### src/rtl/cp_memory_params.svh
// constants for the memory-access block
`ifndef CP_MEMORY_PARAMS_SVH
`define CP_MEMORY_PARAMS_SVH

// ====
// exchange package flag register bit positions
`define FLAG_EXT_ENABLE_BIT   56
`define FLAG_EXT_PURGE_BIT    52

// ====
// block copy field positions and block size
`define BC_FLAG_OP_BIT        23
`define BC_PARCEL_BIT_LO      21
`define BC_PARCEL_BIT_HI      22
`define BC_BLOCK_WORDS        7'h40
`define BC_CNT_W              18

// ====
// widths
`define WORD_W                60
`define ADDR_W                24
`define CM_REL_W              21

// ====
// opcodes as {fm, i}, 9 bits
`define OP_RETURN_JUMP        9'h008
`define OP_BC_READ            9'h009
`define OP_BC_WRITE           9'h00a
`define OP_EXCHANGE_JUMP      9'h00b
`define OP_EXT_READ           9'h00c
`define OP_EXT_WRITE          9'h00d
`define OP_CM_READ            9'h1b0
`define OP_CM_WRITE           9'h1b8
`define FM_BRANCH             6'h02
`define FM_COND_LO            6'h03
`define FM_COND_HI            6'h07
`define FM_STORE_LO           6'h28
`define FM_STORE_HI           6'h2f
`define I_STORE_LO            3'h6

`endif

### src/rtl/cp_memory_pkg.sv
// types shared by the memory-access instruction block
package cp_memory_pkg;
  typedef enum logic [1:0] {
    ST_IDLE,
    ST_BC_RD,
    ST_BC_WR,
    ST_SINGLE
  } exec_state_e;
endpackage

### src/rtl/fetch_fifo.sv
// two-entry shifting prefetch buffer with flush
`timescale 1ns/1ps
`default_nettype none
module fetch_fifo #(
  parameter int W     = 60,
  parameter int DEPTH = 2
) (
  // clock and reset
  input  wire logic                       clk,
  input  wire logic                       srst,
  // fill side
  input  wire logic                       push,
  input  wire logic [W-1:0]               push_data,
  input  wire logic                       flush,
  // drain side
  input  wire logic                       pop,
  output logic                            out_valid,
  output logic [W-1:0]                    out_data,
  output logic [$clog2(DEPTH+1)-1:0]      count
);
  localparam int CW = $clog2(DEPTH+1);

  typedef struct packed {
    logic [DEPTH-1:0][W-1:0] mem;
    logic [CW-1:0]           cnt;
  } fifo_s;

  fifo_s r;
  fifo_s n;

  // ====
  // next state
  always_comb begin
    logic [CW-1:0] c;
    c = r.cnt;
    n = r;
    if (pop && c != '0) begin
      for (int i = 0; i < DEPTH - 1; i++) begin
        n.mem[i] = r.mem[i+1];
      end
      c = c - CW'(1);
    end
    // a pushed word lands behind the survivors
    if (push && c != CW'(DEPTH)) begin
      n.mem[c] = push_data;
      c = c + CW'(1);
    end
    n.cnt = c;
    if (flush) begin
      n.cnt = '0;
    end
  end

  always_ff @(posedge clk) begin
    if (srst) begin
      r <= '0;
    end else begin
      r <= n;
    end
  end

  assign out_valid = (r.cnt != '0);
  assign out_data  = r.mem[0];
  assign count     = r.cnt;
endmodule // fetch_fifo
`default_nettype wire

### src/rtl/cp_memory_instr_and_lookahead.sv
// memory-access instruction execution and instruction lookahead
//
// Functional notes
// - monitor flag set means monitor mode
// - extended ops need extended enable flag
// - exchange breakin allowed after each 64-word block
// - copy flag-register operation is illegal
// - offset-plus-base bit 21/22 selects parcel 2
// - negative index plus K gives range error
// - 014 reads, 015 writes extended word
// - 660 reads main word at 21-bit address
// - 670 writes main word at 21-bit address
// - nonzero i keeps legacy 66/67 behaviour
// - lookahead prefetches two words into FIFO
// - normal purge on 010, 011, 013, 02
// - extended purge adds conditional jumps and stores
// - extended purge refetches word after store
// - store then branch runs modified code
// - nonexistent address drops writes, reads ones
`timescale 1ns/1ps
`default_nettype none
`include "cp_memory_params.svh"
module cp_memory_instr_and_lookahead
  import cp_memory_pkg::*;
#(
  parameter int XW = `WORD_W,
  parameter int AW = `ADDR_W
) (
  // clock and reset
  input  wire logic                 clk,
  input  wire logic                 srst,
  // issued instruction and operands
  input  wire logic                 instr_valid,
  input  wire logic [8:0]           instr_op,
  input  wire logic [2:0]           instr_j,
  input  wire logic [XW-1:0]        operand_reg_dest,
  input  wire logic [XW-1:0]        operand_reg_addr,
  input  wire logic [XW-1:0]        block_copy_offset_reg,
  input  wire logic [`BC_CNT_W-1:0] index_reg,
  input  wire logic [`BC_CNT_W-1:0] k_const,
  input  wire logic [AW-1:0]        copy_main_addr,
  // exchange package state
  input  wire logic [XW-1:0]        flag_reg,
  input  wire logic                 monitor_flag,
  input  wire logic [AW-1:0]        main_base_address,
  input  wire logic [AW-1:0]        extended_base_address,
  input  wire logic [AW-1:0]        extended_field_length,
  input  wire logic [AW-1:0]        main_installed_words,
  input  wire logic [AW-1:0]        ext_installed_words,
  input  wire logic                 exchange_req,
  // data memory port
  output logic                      mem_req,
  output logic                      mem_we,
  output logic                      mem_ext,
  output logic [AW-1:0]             mem_addr,
  output logic [XW-1:0]             mem_wdata,
  input  wire logic                 mem_ack,
  input  wire logic [XW-1:0]        mem_rdata,
  // instruction fetch port
  output logic                      if_req,
  output logic [AW-1:0]             if_addr,
  input  wire logic                 if_ack,
  input  wire logic [XW-1:0]        if_rdata,
  // redirect and lookahead drain
  input  wire logic                 redirect_valid,
  input  wire logic [AW-1:0]        redirect_addr,
  input  wire logic [AW-1:0]        seq_next_addr,
  input  wire logic                 ib_pop,
  output logic                      ib_valid,
  output logic [XW-1:0]             ib_data,
  // results and status
  output logic                      busy,
  output logic                      done,
  output logic                      wb_valid,
  output logic [2:0]                wb_reg,
  output logic [XW-1:0]             wb_data,
  output logic                      illegal_instr,
  output logic                      addr_range_err,
  output logic                      breakin_ok,
  output logic                      breakin_taken,
  output logic                      next_parcel2,
  output logic                      purge,
  output logic                      monitor_mode,
  output logic                      job_mode
);

  typedef struct packed {
    exec_state_e          st;
    logic                 phase;
    logic                 bc_from_ext;
    logic                 is_read;
    logic [AW-1:0]        src;
    logic [AW-1:0]        dst;
    logic [`BC_CNT_W-1:0] remain;
    logic [6:0]           blk;
    logic                 mem_req;
    logic                 mem_we;
    logic                 mem_ext;
    logic [AW-1:0]        mem_addr;
    logic [XW-1:0]        mem_wdata;
    logic                 wb_valid;
    logic [2:0]           wb_reg;
    logic [XW-1:0]        wb_data;
    logic                 done;
    logic                 illegal;
    logic                 range_err;
    logic                 breakin_ok;
    logic                 breakin_taken;
    logic                 parcel2;
    logic                 purge;
    logic                 monitor_mode;
    logic                 job_mode;
    logic                 if_req;
    logic                 if_drop;
    logic [AW-1:0]        if_addr;
  } exec_s;

  exec_s r;
  exec_s n;

  logic       fifo_push;
  logic [1:0] fifo_cnt;

  // ====
  // decode helpers
  function automatic logic normal_purge_op(input logic [8:0] op);
    return op == `OP_RETURN_JUMP || op == `OP_BC_READ ||
           op == `OP_EXCHANGE_JUMP || op[8:3] == `FM_BRANCH;
  endfunction

  function automatic logic extended_purge_op(input logic [8:0] op);
    logic cond;
    logic store;
    cond  = op[8:3] >= `FM_COND_LO && op[8:3] <= `FM_COND_HI;
    store = op[8:3] >= `FM_STORE_LO && op[8:3] <= `FM_STORE_HI && op[2:0] >= `I_STORE_LO;
    return cond || store;
  endfunction

  function automatic logic is_ext_op(input logic [8:0] op);
    return op == `OP_BC_READ || op == `OP_BC_WRITE ||
           op == `OP_EXT_READ || op == `OP_EXT_WRITE;
  endfunction

  function automatic logic nonexistent(input logic [AW-1:0] a, input logic ext);
    return ext ? (a >= ext_installed_words) : (a >= main_installed_words);
  endfunction

  // ====
  // next state
  always_comb begin
    logic                 ext_en;
    logic                 xpurge;
    logic [`BC_CNT_W-1:0] cnt;
    logic [AW-1:0]        xe;
    logic                 acc_done;
    logic [XW-1:0]        acc_data;
    n = r;
    n.wb_valid      = 1'b0;
    n.done          = 1'b0;
    n.illegal       = 1'b0;
    n.range_err     = 1'b0;
    n.breakin_ok    = 1'b0;
    n.breakin_taken = 1'b0;
    n.purge         = 1'b0;
    ext_en   = flag_reg[`FLAG_EXT_ENABLE_BIT];
    // software owns bit 52; hardware only follows it
    // extended purge select
    xpurge   = flag_reg[`FLAG_EXT_PURGE_BIT];
    cnt      = index_reg + k_const;
    xe       = block_copy_offset_reg[AW-1:0] + extended_base_address;
    acc_done = 1'b0;
    acc_data = mem_rdata;

    n.monitor_mode = monitor_flag;
    n.job_mode     = !monitor_flag;

    // ====
    // shared single-word access: phase 0 decides, phase 1 waits for ack
    if (r.st != ST_IDLE) begin
      if (!r.phase) begin
        if (nonexistent(r.mem_addr, r.mem_ext)) begin
          acc_done = 1'b1;
          acc_data = '1;
        end else begin
          n.mem_req = 1'b1;
          n.phase   = 1'b1;
        end
      end else if (mem_ack) begin
        n.mem_req = 1'b0;
        n.phase   = 1'b0;
        acc_done  = 1'b1;
      end
    end

    unique case (r.st)
      ST_IDLE: begin
        if (instr_valid) begin
          n.purge = normal_purge_op(instr_op) || (xpurge && extended_purge_op(instr_op));
          if (is_ext_op(instr_op) && !ext_en) begin
            n.illegal = 1'b1;
            n.done    = 1'b1;
          end else if (instr_op == `OP_BC_READ || instr_op == `OP_BC_WRITE) begin
            n.parcel2 = xe[`BC_PARCEL_BIT_LO] | xe[`BC_PARCEL_BIT_HI];
            if (block_copy_offset_reg[`BC_FLAG_OP_BIT] &&
                extended_field_length[`BC_FLAG_OP_BIT]) begin
              n.illegal = 1'b1;
              n.done    = 1'b1;
            // negative count is a range error
            end else if (cnt[`BC_CNT_W-1]) begin
              n.range_err = 1'b1;
              n.done      = 1'b1;
            end else if (cnt == '0) begin
              n.done = 1'b1;
            end else begin
              n.bc_from_ext = (instr_op == `OP_BC_READ);
              n.src      = (instr_op == `OP_BC_READ) ? xe : copy_main_addr + main_base_address;
              n.dst      = (instr_op == `OP_BC_READ) ? copy_main_addr + main_base_address : xe;
              n.remain   = cnt;
              n.blk      = '0;
              n.mem_we   = 1'b0;
              n.mem_ext  = n.bc_from_ext;
              n.mem_addr = n.src;
              n.st       = ST_BC_RD;
            end
          end else if (instr_op == `OP_EXT_READ || instr_op == `OP_EXT_WRITE) begin
            // single extended word at offset plus base
            n.is_read   = (instr_op == `OP_EXT_READ);
            n.mem_we    = (instr_op == `OP_EXT_WRITE);
            n.mem_ext   = 1'b1;
            n.mem_addr  = operand_reg_addr[AW-1:0] + extended_base_address;
            n.mem_wdata = operand_reg_dest;
            n.wb_reg    = instr_j;
            n.st        = ST_SINGLE;
          // exact match leaves nonzero i to legacy logic
          end else if (instr_op == `OP_CM_READ || instr_op == `OP_CM_WRITE) begin
            // read uses low 21 bits only
            // write uses low 21 bits only
            n.is_read   = (instr_op == `OP_CM_READ);
            n.mem_we    = (instr_op == `OP_CM_WRITE);
            n.mem_ext   = 1'b0;
            n.mem_addr  = AW'(operand_reg_addr[`CM_REL_W-1:0]) + main_base_address;
            n.mem_wdata = operand_reg_dest;
            n.wb_reg    = instr_j;
            n.st        = ST_SINGLE;
          end
        end
      end
      ST_SINGLE: begin
        if (acc_done) begin
          n.wb_valid = r.is_read;
          n.wb_data  = acc_data;
          n.done     = 1'b1;
          n.st       = ST_IDLE;
        end
      end
      ST_BC_RD: begin
        if (acc_done) begin
          n.mem_wdata = acc_data;
          n.mem_we    = 1'b1;
          n.mem_ext   = !r.bc_from_ext;
          n.mem_addr  = r.dst;
          n.st        = ST_BC_WR;
        end
      end
      ST_BC_WR: begin
        if (acc_done) begin
          n.remain   = r.remain - `BC_CNT_W'(1);
          n.blk      = r.blk + 7'h01;
          n.src      = r.src + AW'(1);
          n.dst      = r.dst + AW'(1);
          n.mem_we   = 1'b0;
          n.mem_ext  = r.bc_from_ext;
          n.mem_addr = r.src + AW'(1);
          n.st       = ST_BC_RD;
          if (r.remain == `BC_CNT_W'(1)) begin
            n.done = 1'b1;
            n.st   = ST_IDLE;
          end else if (r.blk + 7'h01 == `BC_BLOCK_WORDS) begin
            n.blk        = '0;
            n.breakin_ok = 1'b1;
            if (exchange_req) begin
              n.breakin_taken = 1'b1;
              n.done          = 1'b1;
              n.st            = ST_IDLE;
            end
          end
        end
      end
    endcase

    // ====
    // lookahead fetch: one fetch in flight, buffer holds two words
    // an abandoned fetch still answers once; its ack only clears the drop
    if ((r.if_req || r.if_drop) && if_ack) begin
      n.if_req  = 1'b0;
      n.if_drop = 1'b0;
      if (!r.if_drop) begin
        n.if_addr = r.if_addr + AW'(1);
      end
    end
    if (!r.if_req && fifo_cnt < 2'h2) begin
      n.if_req = 1'b1;
    end
    // purge refetches the word after the store
    if (redirect_valid) begin
      n.if_addr = redirect_addr;
      n.if_drop = r.if_req && !if_ack;
      n.if_req  = 1'b0;
    end else if (n.purge) begin
      n.if_addr = seq_next_addr;
      n.if_drop = r.if_req && !if_ack;
      n.if_req  = 1'b0;
    end
  end

  always_ff @(posedge clk) begin
    if (srst) begin
      r <= '0;
    end else begin
      r <= n;
    end
  end

  // ====
  // prefetch buffer; a word fetched before a purge is dropped
  assign fifo_push = r.if_req && if_ack && !r.if_drop && !redirect_valid && !n.purge;

  fetch_fifo #(
    .W     (XW),
    .DEPTH (2)
  ) u_lookahead (
    .clk       (clk),
    .srst      (srst),
    .push      (fifo_push),
    .push_data (if_rdata),
    .flush     (redirect_valid || n.purge),
    .pop       (ib_pop),
    .out_valid (ib_valid),
    .out_data  (ib_data),
    .count     (fifo_cnt)
  );

  assign busy           = (r.st != ST_IDLE);
  assign done           = r.done;
  assign wb_valid       = r.wb_valid;
  assign wb_reg         = r.wb_reg;
  assign wb_data        = r.wb_data;
  assign illegal_instr  = r.illegal;
  assign addr_range_err = r.range_err;
  assign breakin_ok     = r.breakin_ok;
  assign breakin_taken  = r.breakin_taken;
  assign next_parcel2   = r.parcel2;
  assign purge          = r.purge;
  assign monitor_mode   = r.monitor_mode;
  assign job_mode       = r.job_mode;
  assign mem_req        = r.mem_req;
  assign mem_we         = r.mem_we;
  assign mem_ext        = r.mem_ext;
  assign mem_addr       = r.mem_addr;
  assign mem_wdata      = r.mem_wdata;
  assign if_req         = r.if_req;
  assign if_addr        = r.if_addr;
endmodule // cp_memory_instr_and_lookahead
`default_nettype wire

### config.mk
export PLATFORM = sky130hd
export DESIGN_NAME = cp_memory_instr_and_lookahead
export DESIGN_NICKNAME = d
export VERILOG_FILES = /design/src/rtl/cp_memory_pkg.sv /design/src/rtl/fetch_fifo.sv /design/src/rtl/cp_memory_instr_and_lookahead.sv
export VERILOG_INCLUDE_DIRS = /design/src /design/src/rtl
export SDC_FILE = /design/constraint.sdc
export NUM_CORES = 1
export LEC_CHECK = 0
export BUFFER_PORTS_ARGS = -buffer_cell sky130_fd_sc_hd__buf_2
export CORE_AREA = 5 5 330 332
export DETAILED_ROUTE_END_ITERATION = 8
export DIE_AREA = 0 0 335 337
export PLACE_DENSITY_LB_ADDON = 0.15
export SLEW_MARGIN = 20
export SYNTH_ARGS = -nofsm -noshare
export SYNTH_HDL_FRONTEND = slang
export SYNTH_SLANG_ARGS = --single-unit
### constraint.sdc
create_clock -name clk -period 4 [get_ports clk]
set_clock_uncertainty 0.2 [all_clocks]
set_input_delay 0.6 -clock clk [delete_from_list [all_inputs] [get_ports clk]]
set_output_delay 0.6 -clock clk [all_outputs]
set_load 0.01 [all_outputs]
==> results of run 1 <==
placed cells by master (no fill, tap or decap), types with 12 or more instances in the layout:
master and instances:
nand2b_1 22, clkbuf_8 15, a311oi_1 15, dlygate4sd3_1 65
o31ai_1 12, mux2i_1 98, nand2_1 400, buf_4 253
and3_1 25, dfxtp_1 386, clkbuf_16 51, inv_1 105
xor2_1 58, nand3_1 85, nor2_1 533, buf_12 28
buf_2 701, ha_1 167, nand4_1 29, o22ai_1 16
a211oi_1 230, o21a_1 19, diode_2 13, o21ai_0 183
nor3_1 64, nor4_1 15, xnor2_1 82, a31oi_1 43
a21oi_1 311, nor2b_1 15, o211ai_1 47, a21o_1 30
Yosys cell counts, types with 7 or more instances:
master and number:
nor3_1 65, buf_1 7, ha_1 169, nand2b_1 22, nor2_1 536, xnor2_1 82
o2111ai_1 7, and3_1 26, buf_2 28, buf_4 232, o22ai_1 16, nand4_1 29
clkbuf_1 189, dfxtp_1 386, o31ai_1 12, a211oi_2 7, nand2_1 401, a31oi_1 43
o21a_1 19, nor3b_1 7, a311oi_1 15, a211oi_1 230, inv_1 105, nor2b_1 15
a32o_1 7, a221o_1 7, o221ai_1 7, a21oi_1 311, mux2i_1 99, and4_1 7
or3_1 8, nor4_1 15, o211ai_1 47, a22o_1 8, xor2_1 58, o32ai_1 10
nand3_1 87, a21o_1 30, o21ai_0 184, a221oi_1 7, and2_1 11, a2111oi_0 7
critical path, delay by kind of cell:
kind / cells / cell delay (ns)
AOI/OAI and AO/OA: 5 / 1.49
adders and majority gates: 2 / 0.44
and+or+nand+nor: 5 / 1.19
buffers and inverters: 3 / 0.37
final timing paths:
path | end | startpoint | slack, ns | depth (start not counted)
max | mem_addr[15]$_SDFFE_PP0P_ | index_reg[0] | 0.24 | 15
min | breakin_taken$_SDFF_PP0_ | exchange_req | 0.07 | 2
max reg2reg | r[251]$_SDFFE_PP0P_ | mem_addr[22]$_SDFFE_PP0P_ | 0.26 | 16
min reg2reg | u_lookahead.r[108]$_SDFFE_PP0P_ | u_lookahead.r[108]$_SDFFE_PP0P_ | 0.25 | 2
metal layers:
layer / wire [um] / part of all wire / track usage
met3: 6990 / 0.058 / 0.0336
met5: 51 / 0.00042 / 0
met4: 2150 / 0.018 / 0.0430
met2: 57000 / 0.47 / 0.334
met1: 55000 / 0.45 / 0.273
per-stage QoR:
step | power, W | cell area (um2) | TNS [ns]
6_report | 0.0152 | 35300 | 0
5_1_grt | 0.0162 | 35300 | 0
4_1_cts | 0.0154 | 35200 | 0
3_5_place_dp | 0.0105 | 32900 | -47.75
3_3_place_gp | 0.0105 | 32800 | -117.82
2_1_floorplan | 0.00791 | 27700 | 0
cell families after synthesis:
logic type                 Yosys count
muxes                              105
and+or+nand+nor                   1267
DFF                                386
buffers and inverters              566
adders and majority gates          174
xor gates and xnor gates           140
AOI/OAI and AO/OA                 1055
final cells by class:
class	instances	area, um2
inverters	106	398
clock buffers	74	1510
diodes	13	32.5
repair buffers	1048	6630
fillers	11700	70700
multi-input cells	2741	17100
well taps	1403	1760
clock inverters	13	180
flip-flops and latches	386	7730
timing repair:
item,in CTS,in global routing
hold buffers,65,0
setup endpoints to repair,64,70
resized for setup,1,4
pin swaps,1,1
hold endpoints to repair,66,0
buffers inserted,1,2
report_power, final:
| part | total (W) | switching [W] | leakage, nW | internal, W |
|---|---|---|---|---|
| clock network | 0.00468 | 0.00193 | 0.833 | 0.00275 |
| logic | 0.00608 | 0.00368 | 11.6 | 0.00240 |
| registers | 0.00446 | 0.000347 | 3.12 | 0.00411 |
| total | 0.0152 | 0.00596 | 15.5 | 0.00927 |
==> flow_summary.toml, run 1 <==
[logic_synthesis]
syn-cell-area_um2 = 27700
async_flop_share = 0
synth_warnings = 0
synthCells = 3693
yosysTopAreaCell = "dfxtp_1"
synthAdderAreaFrac = 0.0799
synthTopCellsByArea = "dfxtp_1 28%, ha_1 7.6%, nor2_1 7.3%, buf_4 6.3%, a211oi_1 6.2%"
synth_compound_area_frac = 0.248
synth_edf_count = 0
ys_seq_elements = 386
yosys_most_used_dff = "dfxtp_1"
synthSimpleGateAreaFrac = 0.200
synth_top_area_frac = 0.279
synth_nets = 4476
syn_avg_cell_area_um2 = 7.51
synthDistinctLibCells = 94
synth_top_family_by_area = "compound AO/OA/AOI/OAI gates"
synth.area.mux_share = 0.0382
synth-xor-area-share = 0.0442
yosysSeqAreaShare = 0.279

[timing]
finalCritPeriodShare = 0.941
whs_ns = 0.0657
max_freq_mhz = 266
rsz0062_at_grt = "false"
timing.final.max_slew_violations = 0
worst_slew_pin_slew_ns = 1.06
relSlewSlack = 0.292
setup_ws_ns = 0.238
period_needed_ns = 3.76
setup-violations-final = 0
finalHoldViolCount = 0

[status]
status = "completed"

[placement]
gp_congestion = 0.881
place_ws_ns = -0.503
portBuffers = 702
dp.cells = 5616
post-dp-hpwl_um = 95400

[cts]
clockRootBuffer = "clkbuf_16"
clk_path_buf_depth = 3
cts_buffers = 51
clkTransAtPathRegs_ns = 0.05
clk_latency_ns = 0.62
h-tree-depth = 2
clock-sinks = 386
cts_tree = "done"

[global_route]
grt_max_degree = 183
overflow = 0
antenna_found_initial = 23
grt_util_all_layers = 0.200
grt_pass1_wl_um = 175000
grt_pass1_vias = 26900

[die]
fp.dieH_um = 337
io_pins = 856
initial_utilization = 0.261
die_w_um = 335
placementRows = 120
dieArea_um2 = 113000
coreArea_um2 = 106000

[finish]
layout.cells.non_filler = 5784
final_nets = 5117
top_register = "r"
fin_util = 0.333
layout-drive-gt1-share = 0.256
area_delta_synth_final_pct = 27.3
largest_reg_flops = 79

[pwr]
p_per_area_nw_per_um2 = 431
p_leak_nw = 15.5
peakVddDrop_v = 0.000360

[worst_setup_path]
critPathRequiredTime_ns = 4.35
crit_fanout = 35
crit_slowest_cell = "o41a_1"
critical_path_class = "input pin to register"
critPathCaptureType = "register"
arrival_ns = 4.12
path_cells = "buf_2 > ha_1 > inv_1 > fa_1 > nor2b_4 > o2111a_2 > o41a_1 > o21a_1 > a2111oi_2 > nor4b_4 > and4_1 > nor3_4 > buf_12 > nor3b_1 > a41o_1"
critical-path-max-stage-delay_ns = 0.42
cp-start-kind = "input pin"

[worst_hold_path]
hold_class = "input pin to register"

[routing]
detail_route.vias_per_cell = 4.92
finalWirelength_um = 121000
dr.pass1.iters = 5
drc = 0
antenna_left = 0
via_count = 28500
routedWlPerCell_um = 21.0
drt_iter0_drc = 1868

[job]
cap_viol_max_count = 0
No activity file was read; power rests on OpenSTA's default activity.
==> run 2: changes to the inputs <==
ABC_AREA = 1   (was unset)
CORE_AREA = 5 5 331 333   (was 5 5 330 332)
DIE_AREA = 0 0 336 338   (was 0 0 335 337)
clock period = 4.1 ns   (was 4 ns; I/O delays follow)
==> run 2 against run 1 <==
  * Power up 7.1%
  * Die area up 0.60%
  * Sequential share of layout area is 0.48 points higher
  * Wire length is 6.9% higher
  * Cell area is 2.1% lower
  * Final cell count is 11% higher
  * Worst setup slack better by 0.38 ns
  * Clock power shrank 3%
  * Non-clock buffer count down 282
  * Synthesized cell count grew 24%
  * First-iteration DRC count grew 14%
  * Count of clock-buffer cells in the layout shrank 3
==> flow_summary.toml, run 2 <==
[global_route]
grt_pass1_vias = 29600
grt_pass1_wl_um = 188000
overflow = 0
grt_max_degree = 121
antenna_found_initial = 24
grt_util_all_layers = 0.214

[worst_setup_path]
arrival_ns = 3.78
rrSetupSlack_ns = 0.62
critPathCaptureType = "register"
crit_slowest_cell = "nor2_2"
r2r_end = "mem_addr[23]$_SDFFE_PP0P_"
path_delay_family = "simple AND/OR/NAND/NOR gates"
critPathRequiredTime_ns = 4.40
cp-start-kind = "register"
r2r_cells = 18
path_buf_inv = 2
crit_cells = 18
rr_startpoint = "mem_addr[0]$_SDFFE_PP0P_"
crit_fanout = 34
worst_path_most_repeated_cell = "nand2_1"
critical_path_class = "register to register"
critical-path-max-stage-delay_ns = 0.64
path_cells = "inv_1 > ha_1 > nand2_1 > nor2_1 > a21oi_1 > nand3_1 > nand2_1 > nand2_1 > nand2_1 > nand2_1 > nand2_1 > nand2_1 > nand2_1 > nor2_2 > nand3_2 > buf_4 > nor2_1 > nor2_1"

[logic_synthesis]
synthTopCellsByArea = "dfxtp_1 26%, nand2_1 13%, ha_1 7.2%, a21oi_1 6.9%, o21ai_0 6.5%"
synth_edf_count = 0
synth_most_common_cell = "nand2_1"
yosysTopAreaCell = "dfxtp_1"
yosys_most_used_dff = "dfxtp_1"
syn_avg_cell_area_um2 = 6.41
synth_nets = 5377
synth_warnings = 0
ys_seq_elements = 386
async_flop_share = 0
synthDistinctLibCells = 56
syn-cell-area_um2 = 29500
synthCells = 4594
yosysSeqAreaShare = 0.262
synth_top_area_frac = 0.262
synth_common_cells = "1,055 x nand2_1, 478 x inv_1, 406 x a21oi_1"

[pwr]
p_int_w = 0.00925
swShare = 0.433
p_per_area_nw_per_um2 = 472
p_switching_w = 0.00706
total_power_w = 0.0163
p_seq_frac = 0.297
p_clk_frac = 0.280
peakVddDrop_v = 0.000316
p_comb_frac = 0.424
p_leak_nw = 17.2

[worst_hold_path]
min_to = "u_lookahead.r[87]$_SDFFE_PP0P_"
hold_start = "if_rdata[25]"
hold_depth = 3
hold_class = "input pin to register"

[routing]
via_count = 31400
dr.pass1.iters = 6
antenna_left = 0
routedWlPerCell_um = 20.1
finalWirelength_um = 130000
drc = 0
detail_route.vias_per_cell = 4.88
drt_iter0_drc = 2127

[finish]
layout-drive-gt1-share = 0.195
top_register = "r"
final_common_cell = "nand2_1"
final_area_um2 = 34500
largest_reg_flops = 79
ff_latch_area_um2 = 7730
layout_common_cells = "1,053 x nand2_1, 701 x buf_2, 477 x inv_1"
fin_util = 0.325
fillCellCount = 12100
area_delta_synth_final_pct = 17.2
multi_input_area_um2 = 17300
final_nets = 5765

[cts]
cts-resized-gates = 0
h-tree-depth = 2
cts_buffers = 48
clock-sinks = 386
clkTransAtPathRegs_ns = 0.06
cts_tree = "done"
ctsHoldBuffers = 3
clk_latency_ns = 0.61
cts_setup_buffers = 0
clockRootBuffer = "clkbuf_16"
clk_path_buf_depth = 3

[timing]
finalCritPeriodShare = 0.849
whs_ns = 0.0506
setup-violations-final = 0
max_freq_mhz = 287
finalHoldViolCount = 0
period_needed_ns = 3.48
timing.final.max_slew_violations = 0
rsz0062_at_grt = "false"
relSlewSlack = 0.362
worst_slew_pin_slew_ns = 0.957
tns_ns = 0

[die]
dieArea_um2 = 114000
placementRows = 120
die_w_um = 336
fp.dieH_um = 338
coreArea_um2 = 106000
io_pins = 856
initial_utilization = 0.277

[job]
cap_viol_max_count = 0

[status]
status = "completed"

[placement]
post-dp-hpwl_um = 104000
portBuffers = 702
dpl_cell_area_um2 = 32800
gp_congestion = 0.982
-- run 2: cell types whose count changed after synthesis, moves of 24 or more --
cell / before / now
nand4_1: 29 / 69
nor2_1: 536 / 381
inv_1: 105 / 478
o21ai_0: 184 / 381
a21oi_1: 311 / 406
xnor2_1: 82 / 29
mux2i_1: 99 / 2
nand3_1: 87 / 343
clkbuf_1: 189 / 131
mux2_2: 6 / 60
nand2_1: 401 / 1055
and3_1: 26 / 2
a31oi_1: 43 / 79
a211oi_1: 230 / 7
-- run 2: worst max path at each step --
stage | start | to | slack, ns
floorplan | index_reg[0] | r[253]$_SDFFE_PP0P_ | 1.09
global placement | index_reg[0] | mem_addr[21]$_SDFFE_PP0P_ | 0.29
detailed placement | k_const[0] | mem_addr[23]$_SDFFE_PP0P_ | 0.23
CTS | mem_addr[0]$_SDFFE_PP0P_ | mem_addr[23]$_SDFFE_PP0P_ | 0.54
global route | mem_addr[0]$_SDFFE_PP0P_ | mem_addr[16]$_SDFFE_PP0P_ | 0.27
finish | mem_addr[0]$_SDFFE_PP0P_ | mem_addr[23]$_SDFFE_PP0P_ | 0.62
-- run 2: metrics by stage --
step | setup slack, ns | instances
2_1_floorplan | 1.09 | 4594
3_3_place_gp | 0.288 | 6332
3_5_place_dp | 0.225 | 6332
4_1_cts | 0.543 | 6424
5_1_grt | 0.274 | 6439
6_report | 0.619 | 6440
-- run 2: metal layers --
layer	vias up	share of wire	global-route usage
li1	15800	-	-
met1	14400	0.45	0.286
met2	981	0.45	0.340
met3	176	0.076	0.0537
met4	10	0.033	0.0680
met5	-	0.00049	0
-- run 2: worst min-delay path: stages --
cell     delay (ns)
buf_2          0.07
inv_1          0.04
a21oi_1        0.10
-- run 2: layout make-up --
cell class | instances | share of cell area
clock inverter | 18 | 0.00808
antenna | 16 | 0.00116
inverter | 496 | 0.0541
sequential | 386 | 0.224
multi-input combinational | 3284 | 0.502
clock buffer | 71 | 0.0408
timing repair buffer | 766 | 0.119
tap | 1403 | 0.0508
-- run 2: cell families after synthesis --
| group | count (synthesis) | share of synthesized area |
|---|---|---|
| and+or+nand+nor | 1987 | 0.286 |
| AOI/OAI and AO/OA | 992 | 0.182 |
| buffers and inverters | 924 | 0.150 |
| DFF | 386 | 0.262 |
| adders and majority gates | 174 | 0.0752 |
| xor gates and xnor gates | 69 | 0.0205 |
| muxes | 62 | 0.0236 |
-- run 2: power by group through the flow --
stage | registers [W] | clock network (W) | logic, W
after detailed placement | 0.00491 | 0 | 0.00687
final | 0.00484 | 0.00456 | 0.00691
after global placement | 0.00490 | 0 | 0.00689
after floorplan | 0.00469 | 0 | 0.00472
after global routing | 0.00491 | 0.00485 | 0.00774
after CTS | 0.00483 | 0.00470 | 0.00691
==> run 3: changes to the inputs <==
clock period = 3.6 ns   (was 4.1 ns; I/O delays follow)
==> run 3 against run 2 <==
  * Worst setup slack got worse by 0.32 ns
  * Critical path depth fell by 2
  * Wire length rose by 0.70%
  * First-iteration DRC count is 1.4% higher
  * Register-to-register slack got worse by 0.32 ns
  * Worst hold slack got worse by 0.0099 ns
  * Fmax increased by 5.6%
  * Highest routed layer unchanged
  * Final cell count increased by 2.5%
  * Critical path type unchanged
  * Sequential power grew 13%
  * Die area stayed put
  * Sequential share of layout area fell by 0.98 points
==> flow_summary.toml, run 3 (synthesized netlist as in run 2, its figures left out) <==
[routing]
detail_route.vias_per_cell = 4.88
antenna_left = 0
drc = 0
drt_iter0_drc = 2156
dr.pass1.iters = 5
via_count = 32200
routedWlPerCell_um = 19.8
finalWirelength_um = 130000

[timing]
period_needed_ns = 3.30
finalCritPeriodShare = 0.916
rsz0062_at_grt = "false"
setup-violations-final = 0
max_freq_mhz = 303
setup_ws_ns = 0.302
tns_ns = 0
timing.final.max_slew_violations = 0
finalHoldViolCount = 0
worst_slew_pin_slew_ns = 1.03
relSlewSlack = 0.313
whs_ns = 0.0406

[global_route]
grt_pass1_vias = 30700
grt_util_all_layers = 0.216
grt_max_degree = 146
antenna_found_initial = 20
overflow = 0
grt_pass1_wl_um = 191000

[pwr]
peakVddDrop_v = 0.000351
p_clk_frac = 0.267
p_per_area_nw_per_um2 = 516
p_leak_nw = 17.9
swShare = 0.434
p_comb_frac = 0.439
p_int_w = 0.0106
total_power_w = 0.0186
p_switching_w = 0.00809
p_seq_frac = 0.295

[cts]
clockRootBuffer = "clkbuf_16"
cts_buffers = 48
clkTransAtPathRegs_ns = 0.06
cts_tree = "done"
h-tree-depth = 2
clock-sinks = 386
cts-resized-gates = 0
clk_path_buf_depth = 3
clk_latency_ns = 0.61

[status]
status = "completed"

[placement]
dp.cells = 6366
gp_congestion = 0.942
portBuffers = 702
place_ws_ns = 0.0568
post-dp-hpwl_um = 104000

[worst_setup_path]
crit_slowest_cell = "nor2_4"
cp-start-kind = "register"
critical_path_class = "register to register"
path_cells = "inv_1 > ha_1 > nand2_1 > nor2_1 > and2_1 > nor2_1 > nand3_1 > nand2_1 > nand3_1 > nand2_1 > nand2_1 > a21oi_1 > nor2_4 > buf_12 > o21ai_0 > a31oi_1"
worst_path_most_repeated_cell = "nand2_1"
path_buf_inv = 2
critPathRequiredTime_ns = 3.92
critPathCaptureType = "register"
critical-path-max-stage-delay_ns = 0.51
path_delay_family = "simple AND/OR/NAND/NOR gates"
crit_fanout = 44
arrival_ns = 3.62
rrSetupSlack_ns = 0.30

[die]
dieArea_um2 = 114000
coreArea_um2 = 106000
placementRows = 120
die_w_um = 336
io_pins = 856
fp.dieH_um = 338
initial_utilization = 0.277

[finish]
layout_common_cells = "1,053 x nand2_1, 701 x buf_2, 477 x inv_1"
largest_reg_flops = 79
layout.cells.non_filler = 6602
final_nets = 5932
final_common_cell = "nand2_1"
top_register = "r"
fillCellCount = 11800
layout-drive-gt1-share = 0.194
area_delta_synth_final_pct = 22.6

[worst_hold_path]
hold_class = "input pin to register"

[job]
cap_viol_max_count = 0
-- run 3: cell types whose count changed in the layout (fill, tap and decap cells not counted), sizes merged --
cell,change
diode,-5
buf,+34
bufinv,-2
inv,+1
clkinvlp,+1
dlygate4sd3,+133
-- run 3: area by class of cell --
class,instances,area (um2),area share
clock buffers,71,1360,0.0376
flip-flops and latches,386,7730,0.214
multi-input cells,3284,17300,0.480
clock inverters,18,235,0.00651
diodes,11,27.5,0.000762
well taps,1403,1760,0.0486
repair buffers,933,5800,0.161
inverters,496,1870,0.0518
-- run 3: layer usage --
layer / share of wire / up-vias / GRT usage
li1: - / 16200 / -
met1: 0.45 / 14900 / 0.295
met2: 0.45 / 973 / 0.354
met3: 0.068 / 165 / 0.0418
met4: 0.026 / 8 / 0.0523
met5: 0.00038 / - / 0
-- run 3: worst paths after layout --
path,end,startpoint,depth (start not counted)
worst max-delay path,mem_wdata[34]$_SDFFE_PP0P_,mem_addr[0]$_SDFFE_PP0P_,16
worst min-delay path,breakin_taken$_SDFF_PP0_,exchange_req,2
worst max register to register,mem_wdata[34]$_SDFFE_PP0P_,mem_addr[0]$_SDFFE_PP0P_,16
worst min register to register,mem_req$_SDFFE_PP0P_,r[261]$_SDFFE_PP0N_,1
-- run 3: what timing repair did --
action | CTS | global route
setup buffers | 0 | 0
hold buffers | 136 | 0
hold endpoints to repair | 197 | 0
-- run 3: worst reg2reg max path, stage by stage (launching register included) --
cell	delay [ns]
dfxtp_1	0.36
inv_1	0.10
ha_1	0.28
nand2_1	0.04
nor2_1	0.16
and2_1	0.15
nor2_1	0.04
nand3_1	0.12
nand2_1	0.07
nand3_1	0.19
nand2_1	0.12
nand2_1	0.10
a21oi_1	0.15
nor2_4	0.51
buf_12	0.29
o21ai_0	0.12
a31oi_1	0.21
-- run 3: power by group through the flow --
stage | Combinational (W) | Clock (W) | Sequential [W]
floorplan | 0.00538 | 0 | 0.00534
global placement | 0.00803 | 0 | 0.00558
detailed placement | 0.00801 | 0 | 0.00558
CTS | 0.00818 | 0.00515 | 0.00549
global route | 0.00917 | 0.00534 | 0.00558
finish | 0.00818 | 0.00497 | 0.00549
-- run 3: metrics by stage --
step	instance area [um2]	utilization
2_1_floorplan	29500	-
3_3_place_gp	33100	0.312
3_5_place_dp	33100	0.312
4_1_cts	36100	0.339
5_1_grt	36100	0.340
6_report	36100	0.340
